==> src/spio_pkg.sv <==
/*
  Package for the shared parallel I/O ports: register offsets, reset
  values, pin masks and the pin drive carrier.
  Assumes an 8-bit register port with a 16-bit byte address.
*/
package spio_pkg;

  // Register byte addresses
  localparam logic [15:0] SPIO_OFS_LAT_A = 16'h0000; // First port data latch
  localparam logic [15:0] SPIO_OFS_LAT_B = 16'h0001; // Second port data latch
  localparam logic [15:0] SPIO_OFS_LAT_C = 16'h0002; // Third port data latch
  localparam logic [15:0] SPIO_OFS_DIR_A = 16'h0004; // First port direction
  localparam logic [15:0] SPIO_OFS_DIR_B = 16'h0005; // Second port direction
  localparam logic [15:0] SPIO_OFS_DIR_C = 16'h0006; // Third port direction
  localparam logic [15:0] SPIO_OFS_LED_A = 16'h000C; // First port high sink enable

  // Values after reset
  localparam logic [7:0] SPIO_DIR_RST = 8'h00; // All pins inputs
  localparam logic [7:0] SPIO_LED_RST = 8'h00; // Standard drive
  localparam logic [7:0] SPIO_OUT_RST = 8'h00; // Output flops after reset
  localparam logic [7:0] SPIO_UNMAPPED = 8'h00; // Read value of a hole

  // Pins that only pull low when driven
  localparam logic [7:0] SPIO_OD_B = 8'h0F;
  localparam logic [7:0] SPIO_OD_NONE = 8'h00;

  // Converter channels that land on first port pins
  localparam logic [4:0] SPIO_ADC_PINS = 5'h08;
  // Timer edge/level code that leaves the pin to the port
  localparam logic [1:0] SPIO_ELS_GPIO = 2'h0;
  // Number of timer channels sharing the second port
  localparam int SPIO_TIM_CH = 4;

  // Drive of one 8-bit pin group: value and output enable
  typedef struct packed {
    logic [7:0] dout;
    logic [7:0] oe;
  } spio_drv_t;

endpackage

==> src/spio_port_slice.sv <==
/*
  One 8-bit port: chooses between port logic and a peripheral per pin,
  applies open-drain behaviour, and forms the value a data read returns.
  Purely combinational; the parent registers everything it passes on.
*/
`timescale 1ns/100ps
module spio_port_slice import spio_pkg::*; #(
  parameter logic [7:0] OD_MASK = 8'h00
) (
  // Port state
  input wire logic [7:0] latch,
  input wire logic [7:0] dir,
  // Pins handed to a peripheral, and that peripheral's drive
  input wire logic [7:0] own,
  input wire spio_drv_t periph,
  // Pins parked with no digital drive (analogue use)
  input wire logic [7:0] park,
  // Pin level
  input wire logic [7:0] pin_in,
  // Resulting pin drive and read value
  output spio_drv_t pin,
  output logic [7:0] rd_val
);

  // Raw drive before open-drain shaping
  wire [7:0] raw_dout;
  wire [7:0] raw_oe;

  // Peripheral wins over port control where it owns the pin
  assign raw_dout = (own & periph.dout) | (~own & latch);
  assign raw_oe = ((own & periph.oe) | (~own & dir)) & ~park;

  // Open-drain pins drive only low, and only while the value is zero
  assign pin.dout = raw_dout & ~OD_MASK;
  assign pin.oe = raw_oe & ~(OD_MASK & raw_dout);

  // Output pins read the latch, input pins read the level
  assign rd_val = (dir & latch) | (~dir & pin_in);

endmodule // spio_port_slice

==> src/spio_ports.sv <==
/*
  Three 8-bit general-purpose ports with latches, direction bits, high
  sink drive on the first port and peripheral overrides.
  Assumes one clock, pins sampled synchronously, and a register port
  whose read data stand in the cycle after the read strobe.
*/
// The implementer's own choice: strobed register access.
`timescale 1ns/100ps
module spio_ports import spio_pkg::*; (
  // Clock and reset
  input wire logic ref_clk,
  input wire logic rst_b,
  // Register port
  input wire logic [15:0] reg_addr,
  input wire logic [7:0] reg_wdata,
  input wire logic reg_wr_stb,
  input wire logic reg_rd_stb,
  output logic [7:0] reg_rdata_q,
  // Pin levels
  input wire logic [7:0] pin_a_in,
  input wire logic [7:0] pin_b_in,
  input wire logic [7:0] pin_c_in,
  // Pin drive
  output spio_drv_t pin_a_q,
  output spio_drv_t pin_b_q,
  output spio_drv_t pin_c_q,
  output logic [7:0] high_sink_enable_q,
  output logic pin_c0_pullup_q,
  // Peripheral controls
  input wire logic iic_module_enable,
  input wire logic serial_module_enable,
  input wire logic spi_enable_bit,
  input wire logic infrared_serial_enable,
  input wire logic [7:0] timer_edge_level_select,
  input wire logic [4:0] converter_channel_select,
  input wire logic pin0_pullup_disable,
  // Peripheral drive of shared pins
  input wire spio_drv_t periph_b_drv,
  input wire spio_drv_t periph_c_drv,
  // Pin levels and the analogue pin selection handed to peripherals
  output logic [7:0] level_b_q,
  output logic [7:0] level_c_q,
  output logic second_external_interrupt_q,
  output logic [7:0] analog_sel_q
);

  // Data latches, no reset
  logic [7:0] latch_first_port;
  logic [7:0] latch_second_port;
  logic [7:0] latch_third_port;
  // Direction and high sink registers
  logic [7:0] dir_bits_first_port;
  logic [7:0] dir_bits_second_port;
  logic [7:0] dir_bits_third_port;
  logic [7:0] high_sink_enable;

  // Address decode
  wire hit_lat_a = (reg_addr == SPIO_OFS_LAT_A);
  wire hit_lat_b = (reg_addr == SPIO_OFS_LAT_B);
  wire hit_lat_c = (reg_addr == SPIO_OFS_LAT_C);
  wire hit_dir_a = (reg_addr == SPIO_OFS_DIR_A);
  wire hit_dir_b = (reg_addr == SPIO_OFS_DIR_B);
  wire hit_dir_c = (reg_addr == SPIO_OFS_DIR_C);
  wire hit_led_a = (reg_addr == SPIO_OFS_LED_A);

  // Write enables per register
  wire wr_lat_a = reg_wr_stb & hit_lat_a;
  wire wr_lat_b = reg_wr_stb & hit_lat_b;
  wire wr_lat_c = reg_wr_stb & hit_lat_c;
  wire wr_dir_a = reg_wr_stb & hit_dir_a;
  wire wr_dir_b = reg_wr_stb & hit_dir_b;
  wire wr_dir_c = reg_wr_stb & hit_dir_c;
  wire wr_led_a = reg_wr_stb & hit_led_a;

  // Pin ownership by peripherals
  logic [7:0] own_b;
  logic [7:0] own_c;
  logic [7:0] park_a;
  wire [SPIO_TIM_CH-1:0] tim_own;

  // Each timer channel claims its pin unless its code says port use
  genvar gch;
  generate
    for (gch = 0; gch < SPIO_TIM_CH; gch = gch + 1) begin : g_tim
      assign tim_own[gch] = (timer_edge_level_select[2*gch +: 2] != SPIO_ELS_GPIO);
    end
  endgenerate

  // Second port: IIC on 0-1, serial on 2-3, timers on 4-7
  assign own_b = {tim_own, {2{serial_module_enable}}, {2{iic_module_enable}}};
  // Third port: SPI on 2-5, infrared serial on 6-7, pins 0-1 stay port
  assign own_c = {{2{infrared_serial_enable}}, {4{spi_enable_bit}}, 2'h0};

  // Converter channel below the pin count parks that first port pin
  assign park_a = (converter_channel_select < SPIO_ADC_PINS)
                  ? (8'h01 << converter_channel_select[2:0]) : 8'h00;

  // Slice outputs
  spio_drv_t drv_a;
  spio_drv_t drv_b;
  spio_drv_t drv_c;
  logic [7:0] rd_a;
  logic [7:0] rd_b;
  logic [7:0] rd_c;

  // First port: no digital peripheral, analogue parking only
  spio_port_slice #(.OD_MASK(SPIO_OD_NONE)) u_port_a (
    .latch(latch_first_port),
    .dir(dir_bits_first_port),
    .own(8'h00),
    .periph('0),
    .park(park_a),
    .pin_in(pin_a_in),
    .pin(drv_a),
    .rd_val(rd_a)
  );

  // Second port: low nibble open-drain
  spio_port_slice #(.OD_MASK(SPIO_OD_B)) u_port_b (
    .latch(latch_second_port),
    .dir(dir_bits_second_port),
    .own(own_b),
    .periph(periph_b_drv),
    .park(8'h00),
    .pin_in(pin_b_in),
    .pin(drv_b),
    .rd_val(rd_b)
  );

  // Third port: SPI and infrared serial overrides
  spio_port_slice #(.OD_MASK(SPIO_OD_NONE)) u_port_c (
    .latch(latch_third_port),
    .dir(dir_bits_third_port),
    .own(own_c),
    .periph(periph_c_drv),
    .park(8'h00),
    .pin_in(pin_c_in),
    .pin(drv_c),
    .rd_val(rd_c)
  );

  // Read selection; holes read as zero
  wire [7:0] rdata_d =
    hit_lat_a ? rd_a :
    hit_lat_b ? rd_b :
    hit_lat_c ? rd_c :
    hit_dir_a ? dir_bits_first_port :
    hit_dir_b ? dir_bits_second_port :
    hit_dir_c ? dir_bits_third_port :
    hit_led_a ? high_sink_enable : SPIO_UNMAPPED;

  // High sink only where the pin actually drives
  wire [7:0] sink_d = high_sink_enable & drv_a.oe;

  // Data latches: written whatever the direction, untouched by reset
  always_ff @(posedge ref_clk) begin
    if (wr_lat_a) begin
      latch_first_port <= reg_wdata;
    end
    if (wr_lat_b) begin
      latch_second_port <= reg_wdata;
    end
    if (wr_lat_c) begin
      latch_third_port <= reg_wdata;
    end
  end

  // Direction and high sink registers
  always_ff @(posedge ref_clk) begin
    if (!rst_b) begin
      dir_bits_first_port <= SPIO_DIR_RST;
      dir_bits_second_port <= SPIO_DIR_RST;
      dir_bits_third_port <= SPIO_DIR_RST;
      high_sink_enable <= SPIO_LED_RST;
    end else begin
      if (wr_dir_a) begin
        dir_bits_first_port <= reg_wdata;
      end
      if (wr_dir_b) begin
        dir_bits_second_port <= reg_wdata;
      end
      if (wr_dir_c) begin
        dir_bits_third_port <= reg_wdata;
      end
      if (wr_led_a) begin
        high_sink_enable <= reg_wdata;
      end
    end
  end

  // Read data, valid the cycle after the strobe only
  always_ff @(posedge ref_clk) begin
    if (!rst_b || !reg_rd_stb) begin
      reg_rdata_q <= SPIO_OUT_RST;
    end else begin
      reg_rdata_q <= rdata_d;
    end
  end

  // Registered pin drive and peripheral-facing levels
  always_ff @(posedge ref_clk) begin
    if (!rst_b) begin
      pin_a_q <= '0;
      pin_b_q <= '0;
      pin_c_q <= '0;
      high_sink_enable_q <= SPIO_OUT_RST;
      pin_c0_pullup_q <= 1'b0;
      level_b_q <= SPIO_OUT_RST;
      level_c_q <= SPIO_OUT_RST;
      second_external_interrupt_q <= 1'b1;
      analog_sel_q <= SPIO_OUT_RST;
    end else begin
      pin_a_q <= drv_a;
      pin_b_q <= drv_b;
      pin_c_q <= drv_c;
      high_sink_enable_q <= sink_d;
      pin_c0_pullup_q <= ~pin0_pullup_disable;
      level_b_q <= pin_b_in;
      level_c_q <= pin_c_in;
      second_external_interrupt_q <= pin_c_in[0];
      analog_sel_q <= park_a;
    end
  end

  // Reset leaves every pin an input
  AST_DIR_RESET: assert property (@(posedge ref_clk)
    !rst_b |=> (dir_bits_first_port == 8'h00) && (dir_bits_second_port == 8'h00)
               && (dir_bits_third_port == 8'h00))
    else $error("direction not cleared by reset");

  // All-output port reads back its latch
  AST_READ_LATCH: assert property (@(posedge ref_clk) disable iff (!rst_b)
    reg_rd_stb && hit_lat_b && (dir_bits_second_port == 8'hFF)
      |=> reg_rdata_q == $past(latch_second_port))
    else $error("output port read did not return latch");

  // All-input port reads back its pin levels
  AST_READ_PIN: assert property (@(posedge ref_clk) disable iff (!rst_b)
    reg_rd_stb && hit_lat_c && (dir_bits_third_port == 8'h00)
      |=> reg_rdata_q == $past(pin_c_in))
    else $error("input port read did not return pin level");

  // Latch write lands even on inputs, next edge
  AST_LATCH_WRITE: assert property (@(posedge ref_clk) disable iff (!rst_b)
    wr_lat_a |=> latch_first_port == $past(reg_wdata))
    else $error("latch write lost");

  // Reset does not disturb the latches
  AST_LATCH_KEEP: assert property (@(posedge ref_clk)
    !rst_b && !reg_wr_stb |=> latch_third_port === $past(latch_third_port))
    else $error("latch changed by reset");

  // High sink follows a write two edges later on driven pins
  AST_SINK: assert property (@(posedge ref_clk) disable iff (!rst_b)
    wr_led_a ##1 (!reg_wr_stb && park_a == 8'h00)
      |=> high_sink_enable_q == ($past(reg_wdata, 2) & $past(dir_bits_first_port)))
    else $error("high sink drive mismatch");

  // Open-drain pins never drive high
  AST_OPEN_DRAIN: assert property (@(posedge ref_clk) disable iff (!rst_b)
    (pin_b_q.dout[3:0] == 4'h0)
      and (($past(latch_second_port[0]) && !$past(iic_module_enable)) |-> !pin_b_q.oe[0]))
    else $error("open-drain pin driven high");

  // IIC enable hands pins 0-1 to the IIC drive
  AST_IIC_OWN: assert property (@(posedge ref_clk) disable iff (!rst_b)
    iic_module_enable && !periph_b_drv.dout[0] |=> pin_b_q.oe[0] == $past(periph_b_drv.oe[0]))
    else $error("IIC did not take its pin");

  // Serial enable hands pins 2-3 to the serial drive
  AST_SCI_OWN: assert property (@(posedge ref_clk) disable iff (!rst_b)
    serial_module_enable && !periph_b_drv.dout[2]
      |=> pin_b_q.oe[2] == $past(periph_b_drv.oe[2]))
    else $error("serial did not take its pin");

  // Timer code zero leaves the pin to the port
  AST_TIM_GPIO: assert property (@(posedge ref_clk) disable iff (!rst_b)
    timer_edge_level_select[1:0] == 2'h0 |=> pin_b_q.oe[4] == $past(dir_bits_second_port[4]))
    else $error("timer took a port pin");

  // Interrupt input sees pin 0 whatever the port does
  AST_IRQ_FEED: assert property (@(posedge ref_clk) disable iff (!rst_b)
    $rose(pin_c_in[0]) |=> second_external_interrupt_q)
    else $error("interrupt input missed pin level");

  // Pull-up follows the disable bit
  AST_PULLUP: assert property (@(posedge ref_clk) disable iff (!rst_b)
    pin0_pullup_disable [*2] |-> !pin_c0_pullup_q)
    else $error("pull-up on while disabled");

  // SPI enable hands pins 2-5 to SPI drive
  AST_SPI_OWN: assert property (@(posedge ref_clk) disable iff (!rst_b)
    spi_enable_bit |=> pin_c_q.oe[5:2] == $past(periph_c_drv.oe[5:2]))
    else $error("SPI did not take its pins");

  // Infrared serial hands pins 6-7 to its drive
  AST_IRSCI_OWN: assert property (@(posedge ref_clk) disable iff (!rst_b)
    infrared_serial_enable |=> pin_c_q.dout[7:6] == $past(periph_c_drv.dout[7:6]))
    else $error("infrared serial did not take its pins");

  // Selected analogue pin is never driven
  AST_ADC_PARK: assert property (@(posedge ref_clk) disable iff (!rst_b)
    converter_channel_select == 5'h03 |=> !pin_a_q.oe[3] && analog_sel_q[3])
    else $error("analogue pin still driven");

  // Direction write lands on the next edge
  AST_DIR_WRITE: assert property (@(posedge ref_clk) disable iff (!rst_b)
    wr_dir_c |=> dir_bits_third_port == $past(reg_wdata))
    else $error("direction write lost");

endmodule // spio_ports

==> config.mk <==
export PLATFORM = sky130hd
export DESIGN_NAME = spio_ports
export DESIGN_NICKNAME = d
export VERILOG_FILES = /design/src/spio_pkg.sv /design/src/spio_port_slice.sv /design/src/spio_ports.sv
export SDC_FILE = /design/constraint.sdc
export NUM_CORES = 1
export LEC_CHECK = 0
export BUFFER_PORTS_ARGS = -buffer_cell sky130_fd_sc_hd__buf_4
export CAP_MARGIN = 0
export CORE_AREA = 2 2 176 109
export DETAILED_ROUTE_END_ITERATION = 12
export DIE_AREA = 0 0 178 111
export MAX_ROUTING_LAYER = met4
export SETUP_SLACK_MARGIN = 0.05
export SYNTH_ARGS = -nofsm -noshare
export SYNTH_HDL_FRONTEND = slang
export SYNTH_HIERARCHICAL = 1
export SYNTH_SLANG_ARGS = --single-unit
==> constraint.sdc <==
create_clock -name ref_clk -period 2.84 [get_ports ref_clk]
set_input_delay 0.568 -clock ref_clk [delete_from_list [all_inputs] [get_ports ref_clk]]
set_output_delay 0.568 -clock ref_clk [all_outputs]
set_load 0.01 [all_outputs]
==> results of run 1 <==
==> where the power goes <==
| group | switching (mW) | internal, mW | leakage, nW |
|---|---|---|---|
| Clock | 0.906 | 1.44 | 0.303 |
| Combinational | 0.216 | 0.258 | 2.33 |
| Sequential | 0.0118 | 2.14 | 1.21 |
| Total | 1.13 | 3.84 | 3.85 |
==> critical path: stages <==
cell and delay, ns:
buf_4 0.29, nor4bb_1 0.39, and4_1 0.58, nand2_1 0.10
a211oi_1 0.28
==> kinds of logic (layout without fill, tap and decap cells) <==
| kind of cell | Yosys count | after routing | share of synthesized area |
|---|---|---|---|
| compound gates | 70 | 70 | 0.0751 |
| flops | 146 | 146 | 0.506 |
| simple gates | 240 | 240 | 0.222 |
| other cells | 2 | 56 | 0.00120 |
| mux | 89 | 89 | 0.171 |
| buf+inv | 34 | 234 | 0.0252 |
==> cells in the final DEF, fill, tap and decap left out, types with 2 or more instances in the layout <==
cell type / instances
nor3_1: 9
a211oi_1: 7
nor2_4: 2
nand4_1: 4
mux2_2: 12
and2_1: 64
nor4_4: 3
nand3b_1: 9
dfxtp_1: 122
nand2b_1: 11
clkinv_2: 2
inv_1: 2
mux2i_1: 45
mux2_4: 32
a221o_1: 7
o21ai_0: 17
a21o_1: 2
and3_1: 8
buf_4: 198
or3b_1: 4
or2_2: 4
a21oi_1: 21
conb_1: 56
clkbuf_16: 21
clkinvlp_4: 3
or3_1: 2
nand2_1: 42
a2bb2oi_1: 14
nor2b_1: 3
nor2_1: 42
edfxtp_1: 24
nand3_1: 16
inv_4: 2
nor3b_1: 8
==> cell type report <==
cell class	instances	area share
Clock buffer	23	0.0621
Sequential cell	146	0.362
Inverter	3	0.00129
Timing Repair Buffer	199	0.172
Multi-Input combinational cell	455	0.358
Tap cell	246	0.0352
Clock inverter	9	0.00959
==> routing by layer <==
| layer | vias up | global-route usage |
|---|---|---|
| met5 | - | - |
| met4 | 0 | 0.0470 |
| met3 | 10 | 0.0501 |
| met2 | 186 | 0.254 |
| met1 | 2304 | 0.276 |
| li1 | 2464 | - |
==> per-stage QoR <==
step                       util  cells  worst slack [ns]  instance area (um^2)  hold slack [ns]
final                     0.475   1081             0.946                  8750            0.293
after global routing      0.475   1081             0.853                  8750            0.281
after CTS                 0.475   1081             0.990                  8750            0.269
after detailed placement  0.441   1049             0.549                  8120            0.473
after global placement    0.441   1049             0.605                  8120            0.473
after floorplan               -    635             0.182                  6450            0.446
==> sequential cells by signal, summed over array words and instances, names as in the netlist <==
name and cells:
latch_first_port 8, pin_b_q 16, analog_sel_q 8, dir_bits_third_port 8, latch_second_port 8, dir_bits_first_port 8
latch_third_port 8, high_sink_enable_q 8, level_b_q 8, pin_a_q 16, pin_c0_pullup_q 1, second_external_interrupt_q 1
dir_bits_second_port 8, reg_rdata_q 8, pin_c_q 16, level_c_q 8, high_sink_enable 8
==> worst paths after layout <==
check	startpoint	to	slack, ns
hold / removal	pin0_pullup_disable	pin_c0_pullup_q$_SDFF_PN0_	0.29
hold reg to reg	high_sink_enable[6]$_SDFFE_PN0P_	reg_rdata_q[6]$_SDFF_PP0_	0.48
setup / recovery	reg_addr[2]	reg_rdata_q[0]$_SDFF_PP0_	0.95
setup reg to reg	dir_bits_third_port[0]$_SDFFE_PN0P_	reg_rdata_q[0]$_SDFF_PP0_	1.22
==> results.yml, run 1 <==
run_status:
  status: "complete, no violations"
setup_path:
  cp_data_required_time_ns: 3.16
  reg2reg_depth: 5
  cp.arrival_ns: 2.21
  cp_max_fo: 32
  start_kind: "primary input"
  worst_setup_path_end_kind: "flop"
  path_class: "in -> reg"
yosys:
  synth_edf_count: 24
  syn_area_per_cell_um2: 10.8
  async_reset_ff_frac: 0
  seq_area_frac_synth: 0.506
  synth_top_area_cell: "dfxtp_1"
  synth.distinct_cells: 46
  synthTopCellsByArea: "dfxtp_1 39%, edfxtp_1 12%, mux2_4 7.7%"
  syn-instance-count: 581
  ys_top_cells_by_count: "122 x dfxtp_1, 64 x and2_1, 45 x mux2i_1"
  synth_most_common_cell: "dfxtp_1"
  ys.flop_type: "dfxtp_1"
  syn_area_um2: 6250
  synth-seq-cells: 146
  ys_warn_count: 6
  synth_top_area_share: 0.391
placed_design:
  gp_congestion: 0.915
  port-buffer-count: 191
  dpl.hpwl_mm: 13.4
clock_tree:
  cts.htree.levels: 4
  cts.reportedPaths.clkPinSlew_ns: 0.06
  clock_latency_ns: 0.42
  cts_tree: "done"
  root_buffer: "clkbuf_16"
  holdBufCountCts: 0
  postCtsResizedCells: 0
  cts.sinks: 146
  cts_setup_buffers: 0
  clockBufferDepth: 2
  cts_buffers: 17
global_routing:
  grt_usage: 0.188
  overflow: 0
  antenna_found_initial: 0
  grt_max_degree: 78
  grt_pass1_wl_mm: 27.2
  grt_pass1_vias: 4862
routing:
  drc: 0
  wl_met2_mm: 7.13
  wirelength_mm: 17.5
  initialDrtViolationCount: 389
  wl_met3_mm: 1.32
  num_vias: 4964
  detail_route.wl_per_cell_um: 16.2
  post_drt_via_cell_ratio: 4.59
  wl_met1_mm: 8.96
  ant_nets: 0
  topRoutingLayerUsed: "met4"
  drt-pass1-iter-count: 5
sta:
  slew_headroom: 0.503
  max_freq_ghz: 0.528
  setup_viol: 0
  setup_tns_ns: 0
  rsz0062_at_grt: "false"
  fin_worst_skew_ns: 0.00868
  hold_viol_final: 0
  post-route-period-util: 0.667
  max_slew.worst_pin.slew_ns: 0.743
  finalMaxSlewViolations: 0
  fin_crit_ns: 1.89
final_layout:
  area_growth_pct: 40.0
  antennaDiodeCount: 0
  drive_gt1_frac: 0.345
  nets: 924
  register_area_um2: 3160
  fill_cells: 1727
  multiInputGateArea_um2: 3130
pwr:
  power.density_nw_per_um2: 569
  leakagePower_nw: 3.85
  p_total_mw: 4.98
  vdd_drop_max_v: 0.000349
floorplan:
  io_pins: 192
  coreArea_um2: 18400
  die-area_um2: 19800
  placementRows: 39
  die_h_um: 111
  fp.dieW_um: 178
  initial_core_util: 0.340
job:
  max_cap_violations: 0
min_path:
  min_path_cells: 2
  min_path_type: "in -> reg"
No activity file was read; power rests on OpenSTA's default activity.
==> run 2, diff against run 1 <==
--- a/config.mk
+++ b/config.mk
@@ -5,11 +5,12 @@
 export SDC_FILE = /design/constraint.sdc
 export NUM_CORES = 1
 export LEC_CHECK = 0
+export ABC_AREA = 1
 export BUFFER_PORTS_ARGS = -buffer_cell sky130_fd_sc_hd__buf_4
 export CAP_MARGIN = 0
-export CORE_AREA = 2 2 176 109
+export CORE_AREA = 2 2 177 109
 export DETAILED_ROUTE_END_ITERATION = 12
-export DIE_AREA = 0 0 178 111
+export DIE_AREA = 0 0 179 111
 export MAX_ROUTING_LAYER = met4
 export SETUP_SLACK_MARGIN = 0.05
 export SYNTH_ARGS = -nofsm -noshare
==> constraint.sdc (replaced) <==
create_clock -name ref_clk -period 1.9 [get_ports ref_clk]
set_input_delay 0.38 -clock ref_clk [delete_from_list [all_inputs] [get_ports ref_clk]]
set_output_delay 0.38 -clock ref_clk [all_outputs]
set_load 0.01 [all_outputs]
==> results.yml, run 2 <==
run_status:
  status: "complete, no violations"
setup_path:
  cp.arrival_ns: 1.79
  cp_num_buf_inv: 2
  crit_cells: 10
  cp_data_required_time_ns: 2.21
  critPathSlowestCell: "nor2_4"
  slowest_delay_ns: 0.32
  start_kind: "primary input"
  path_class: "in -> reg"
  worst_setup_path_end_kind: "flop"
  cp_max_fo: 13
  worstSetupEndpoint: "reg_rdata_q[6]$_SDFF_PP0_"
  reg2reg_to: "reg_rdata_q[6]$_SDFF_PP0_"
  r2r_start: "dir_bits_second_port[6]$_SDFFE_PN0P_"
  path_cells: "buf_4 > nor2_1 > nand2_1 > nor2_8 > nand4_4 > nor2_4 > buf_4 > a21oi_1 > nand2_1 > a21oi_2"
  reg2reg_slack_ns: 0.66
  reg2reg_depth: 4
  cp-startpoint: "reg_addr[9]"
  cp_top_family: "simple AND/OR/NAND/NOR gates"
final_layout:
  largestRegisters: "pin_a_q x16, pin_b_q x16, pin_c_q x16"
  final_cell_mix: "208 x buf_4, 196 x inv_1, 182 x nand2_1"
  final_common_cell: "buf_4"
  nets: 1233
  drive_gt1_frac: 0.239
  fill_cells: 1836
  antennaDiodeCount: 0
  design_area_um2: 8950
  multiInputGateArea_um2: 2520
  area_growth_pct: 42.3
  register_area_um2: 3160
clock_tree:
  holdBufCountCts: 0
  cts_buffers: 17
  postCtsResizedCells: 0
  cts.sinks: 146
  cts_tree: "done"
  clock_latency_ns: 0.42
  clockBufferDepth: 2
  cts.htree.levels: 4
  root_buffer: "clkbuf_16"
  cts.reportedPaths.clkPinSlew_ns: 0.06
  cts_setup_buffers: 0
pwr:
  vdd_drop_max_v: 0.000515
  leakagePower_nw: 4.62
  pwr-share-seq: 0.442
  power.density_nw_per_um2: 817
  clkPwrFrac: 0.465
  p_sw_frac: 0.229
  p_comb_frac: 0.093
  p_int_mw: 5.64
  power.switching_mw: 1.68
routing:
  num_vias: 5829
  post_drt_via_cell_ratio: 4.19
  wirelength_mm: 18.8
  drc: 0
  ant_nets: 0
  drt-pass1-iter-count: 5
  initialDrtViolationCount: 401
  detail_route.wl_per_cell_um: 13.5
placed_design:
  dpl.hpwl_mm: 14.2
  gp_congestion: 0.903
  post_dp_cell_area_um2: 8340
  port-buffer-count: 191
global_routing:
  grt_pass1_wl_mm: 28.5
  antenna_found_initial: 0
  grt_usage: 0.198
  overflow: 0
  grt_max_degree: 56
  grt_pass1_vias: 5184
yosys:
  synth_top_area_share: 0.388
  ys.flop_type: "dfxtp_1"
  synth_edf_count: 24
  seq_area_frac_synth: 0.503
  synthTopCellsByArea: "dfxtp_1 39%, inv_1 12%, edfxtp_1 11%"
  syn_area_um2: 6290
  syn_area_per_cell_um2: 7.38
  synth-seq-cells: 146
  synth_most_common_cell: "inv_1"
  ys_warn_count: 6
  synth_top_area_cell: "dfxtp_1"
  synth.distinct_cells: 31
  async_reset_ff_frac: 0
  ys_top_cells_by_count: "196 x inv_1, 182 x nand2_1, 122 x dfxtp_1"
  syn-instance-count: 852
job:
  max_cap_violations: 0
sta:
  post-route-period-util: 0.780
  finalMaxSlewViolations: 0
  max_freq_ghz: 0.675
  hold_viol_final: 0
  fin_crit_ns: 1.48
  setup_viol: 0
  setup_tns_ns: 0
  rsz0062_at_grt: "false"
  fin_worst_skew_ns: 0.00514
floorplan:
  die_h_um: 111
  io_pins: 192
  fp.dieW_um: 179
  placementRows: 39
  initial_core_util: 0.340
  die-area_um2: 19900
  coreArea_um2: 18500
min_path:
  min_path_type: "in -> reg"
run 2: cells by family (layout without fill, tap and decap cells):
family	Yosys count	after routing	synth area share
and+or+nand+nor	326	326	0.223
buffers and inverters	224	442	0.141
AOI/OAI and AO/OA	154	154	0.132
DFF	146	146	0.503
other	2	76	0.00119
run 2: through the flow:
step | power (mW) | setup WS (ns) | util | instances | hold WS (ns)
finish | 7.31 | 0.418 | 0.484 | 1390 | 0.104
global route | 7.61 | 0.215 | 0.484 | 1390 | 0.111
CTS | 7.38 | 0.434 | 0.484 | 1390 | 0.0860
detailed placement | 3.98 | -0.0184 | 0.451 | 1358 | 0.463
global placement | 3.97 | -0.0214 | 0.451 | 1358 | 0.461
floorplan | 3.59 | -0.0418 | - | 926 | 0.430
run 2: worst min-delay path by stage:
stage / from / endpoint / slack (ns) / cells after the start
2_1_floorplan: high_sink_enable[0]$_SDFFE_PN0P_ / high_sink_enable_q[0]$_SDFF_PN0_ / 0.43 / 2
3_3_place_gp: high_sink_enable[5]$_SDFFE_PN0P_ / high_sink_enable_q[5]$_SDFF_PN0_ / 0.46 / 2
3_5_place_dp: high_sink_enable[5]$_SDFFE_PN0P_ / high_sink_enable_q[5]$_SDFF_PN0_ / 0.46 / 2
4_1_cts: pin0_pullup_disable / pin_c0_pullup_q$_SDFF_PN0_ / 0.09 / 2
5_1_grt: pin0_pullup_disable / pin_c0_pullup_q$_SDFF_PN0_ / 0.11 / 2
6_report: pin0_pullup_disable / pin_c0_pullup_q$_SDFF_PN0_ / 0.10 / 2
run 2: metal layers:
| metal | global-route usage | up-vias | routed length [um] |
|---|---|---|---|
| met1 | 0.311 | 2506 | 9660 |
| met5 | - | - | 0 |
| met2 | 0.245 | 239 | 7110 |
| met3 | 0.0545 | 7 | 1900 |
| li1 | - | 3077 | - |
| met4 | 0.0439 | 0 | 80 |
run 2: worst reg2reg max path: stages (launching register included):
cell and delay, ns:
dfxtp_1 0.43, nor2_1 0.07, a21oi_1 0.39, a21oi_1 0.16, a21oi_2 0.14
run 2: power by group through the flow:
stage | registers, mW | clock network, mW | logic (mW)
after CTS | 3.23 | 3.47 | 0.680
final | 3.23 | 3.40 | 0.679
after detailed placement | 3.30 | 0 | 0.678
after global placement | 3.30 | 0 | 0.673
after floorplan | 3.34 | 0 | 0.257
after global routing | 3.24 | 3.61 | 0.762
run 2: layout make-up:
cell class,count,area share
sequential,146,0.353
multi-input combinational,556,0.282
timing repair buffer,210,0.179
inverter,200,0.0840
clock buffer,25,0.0603
tap,246,0.0344
clock inverter,7,0.00741
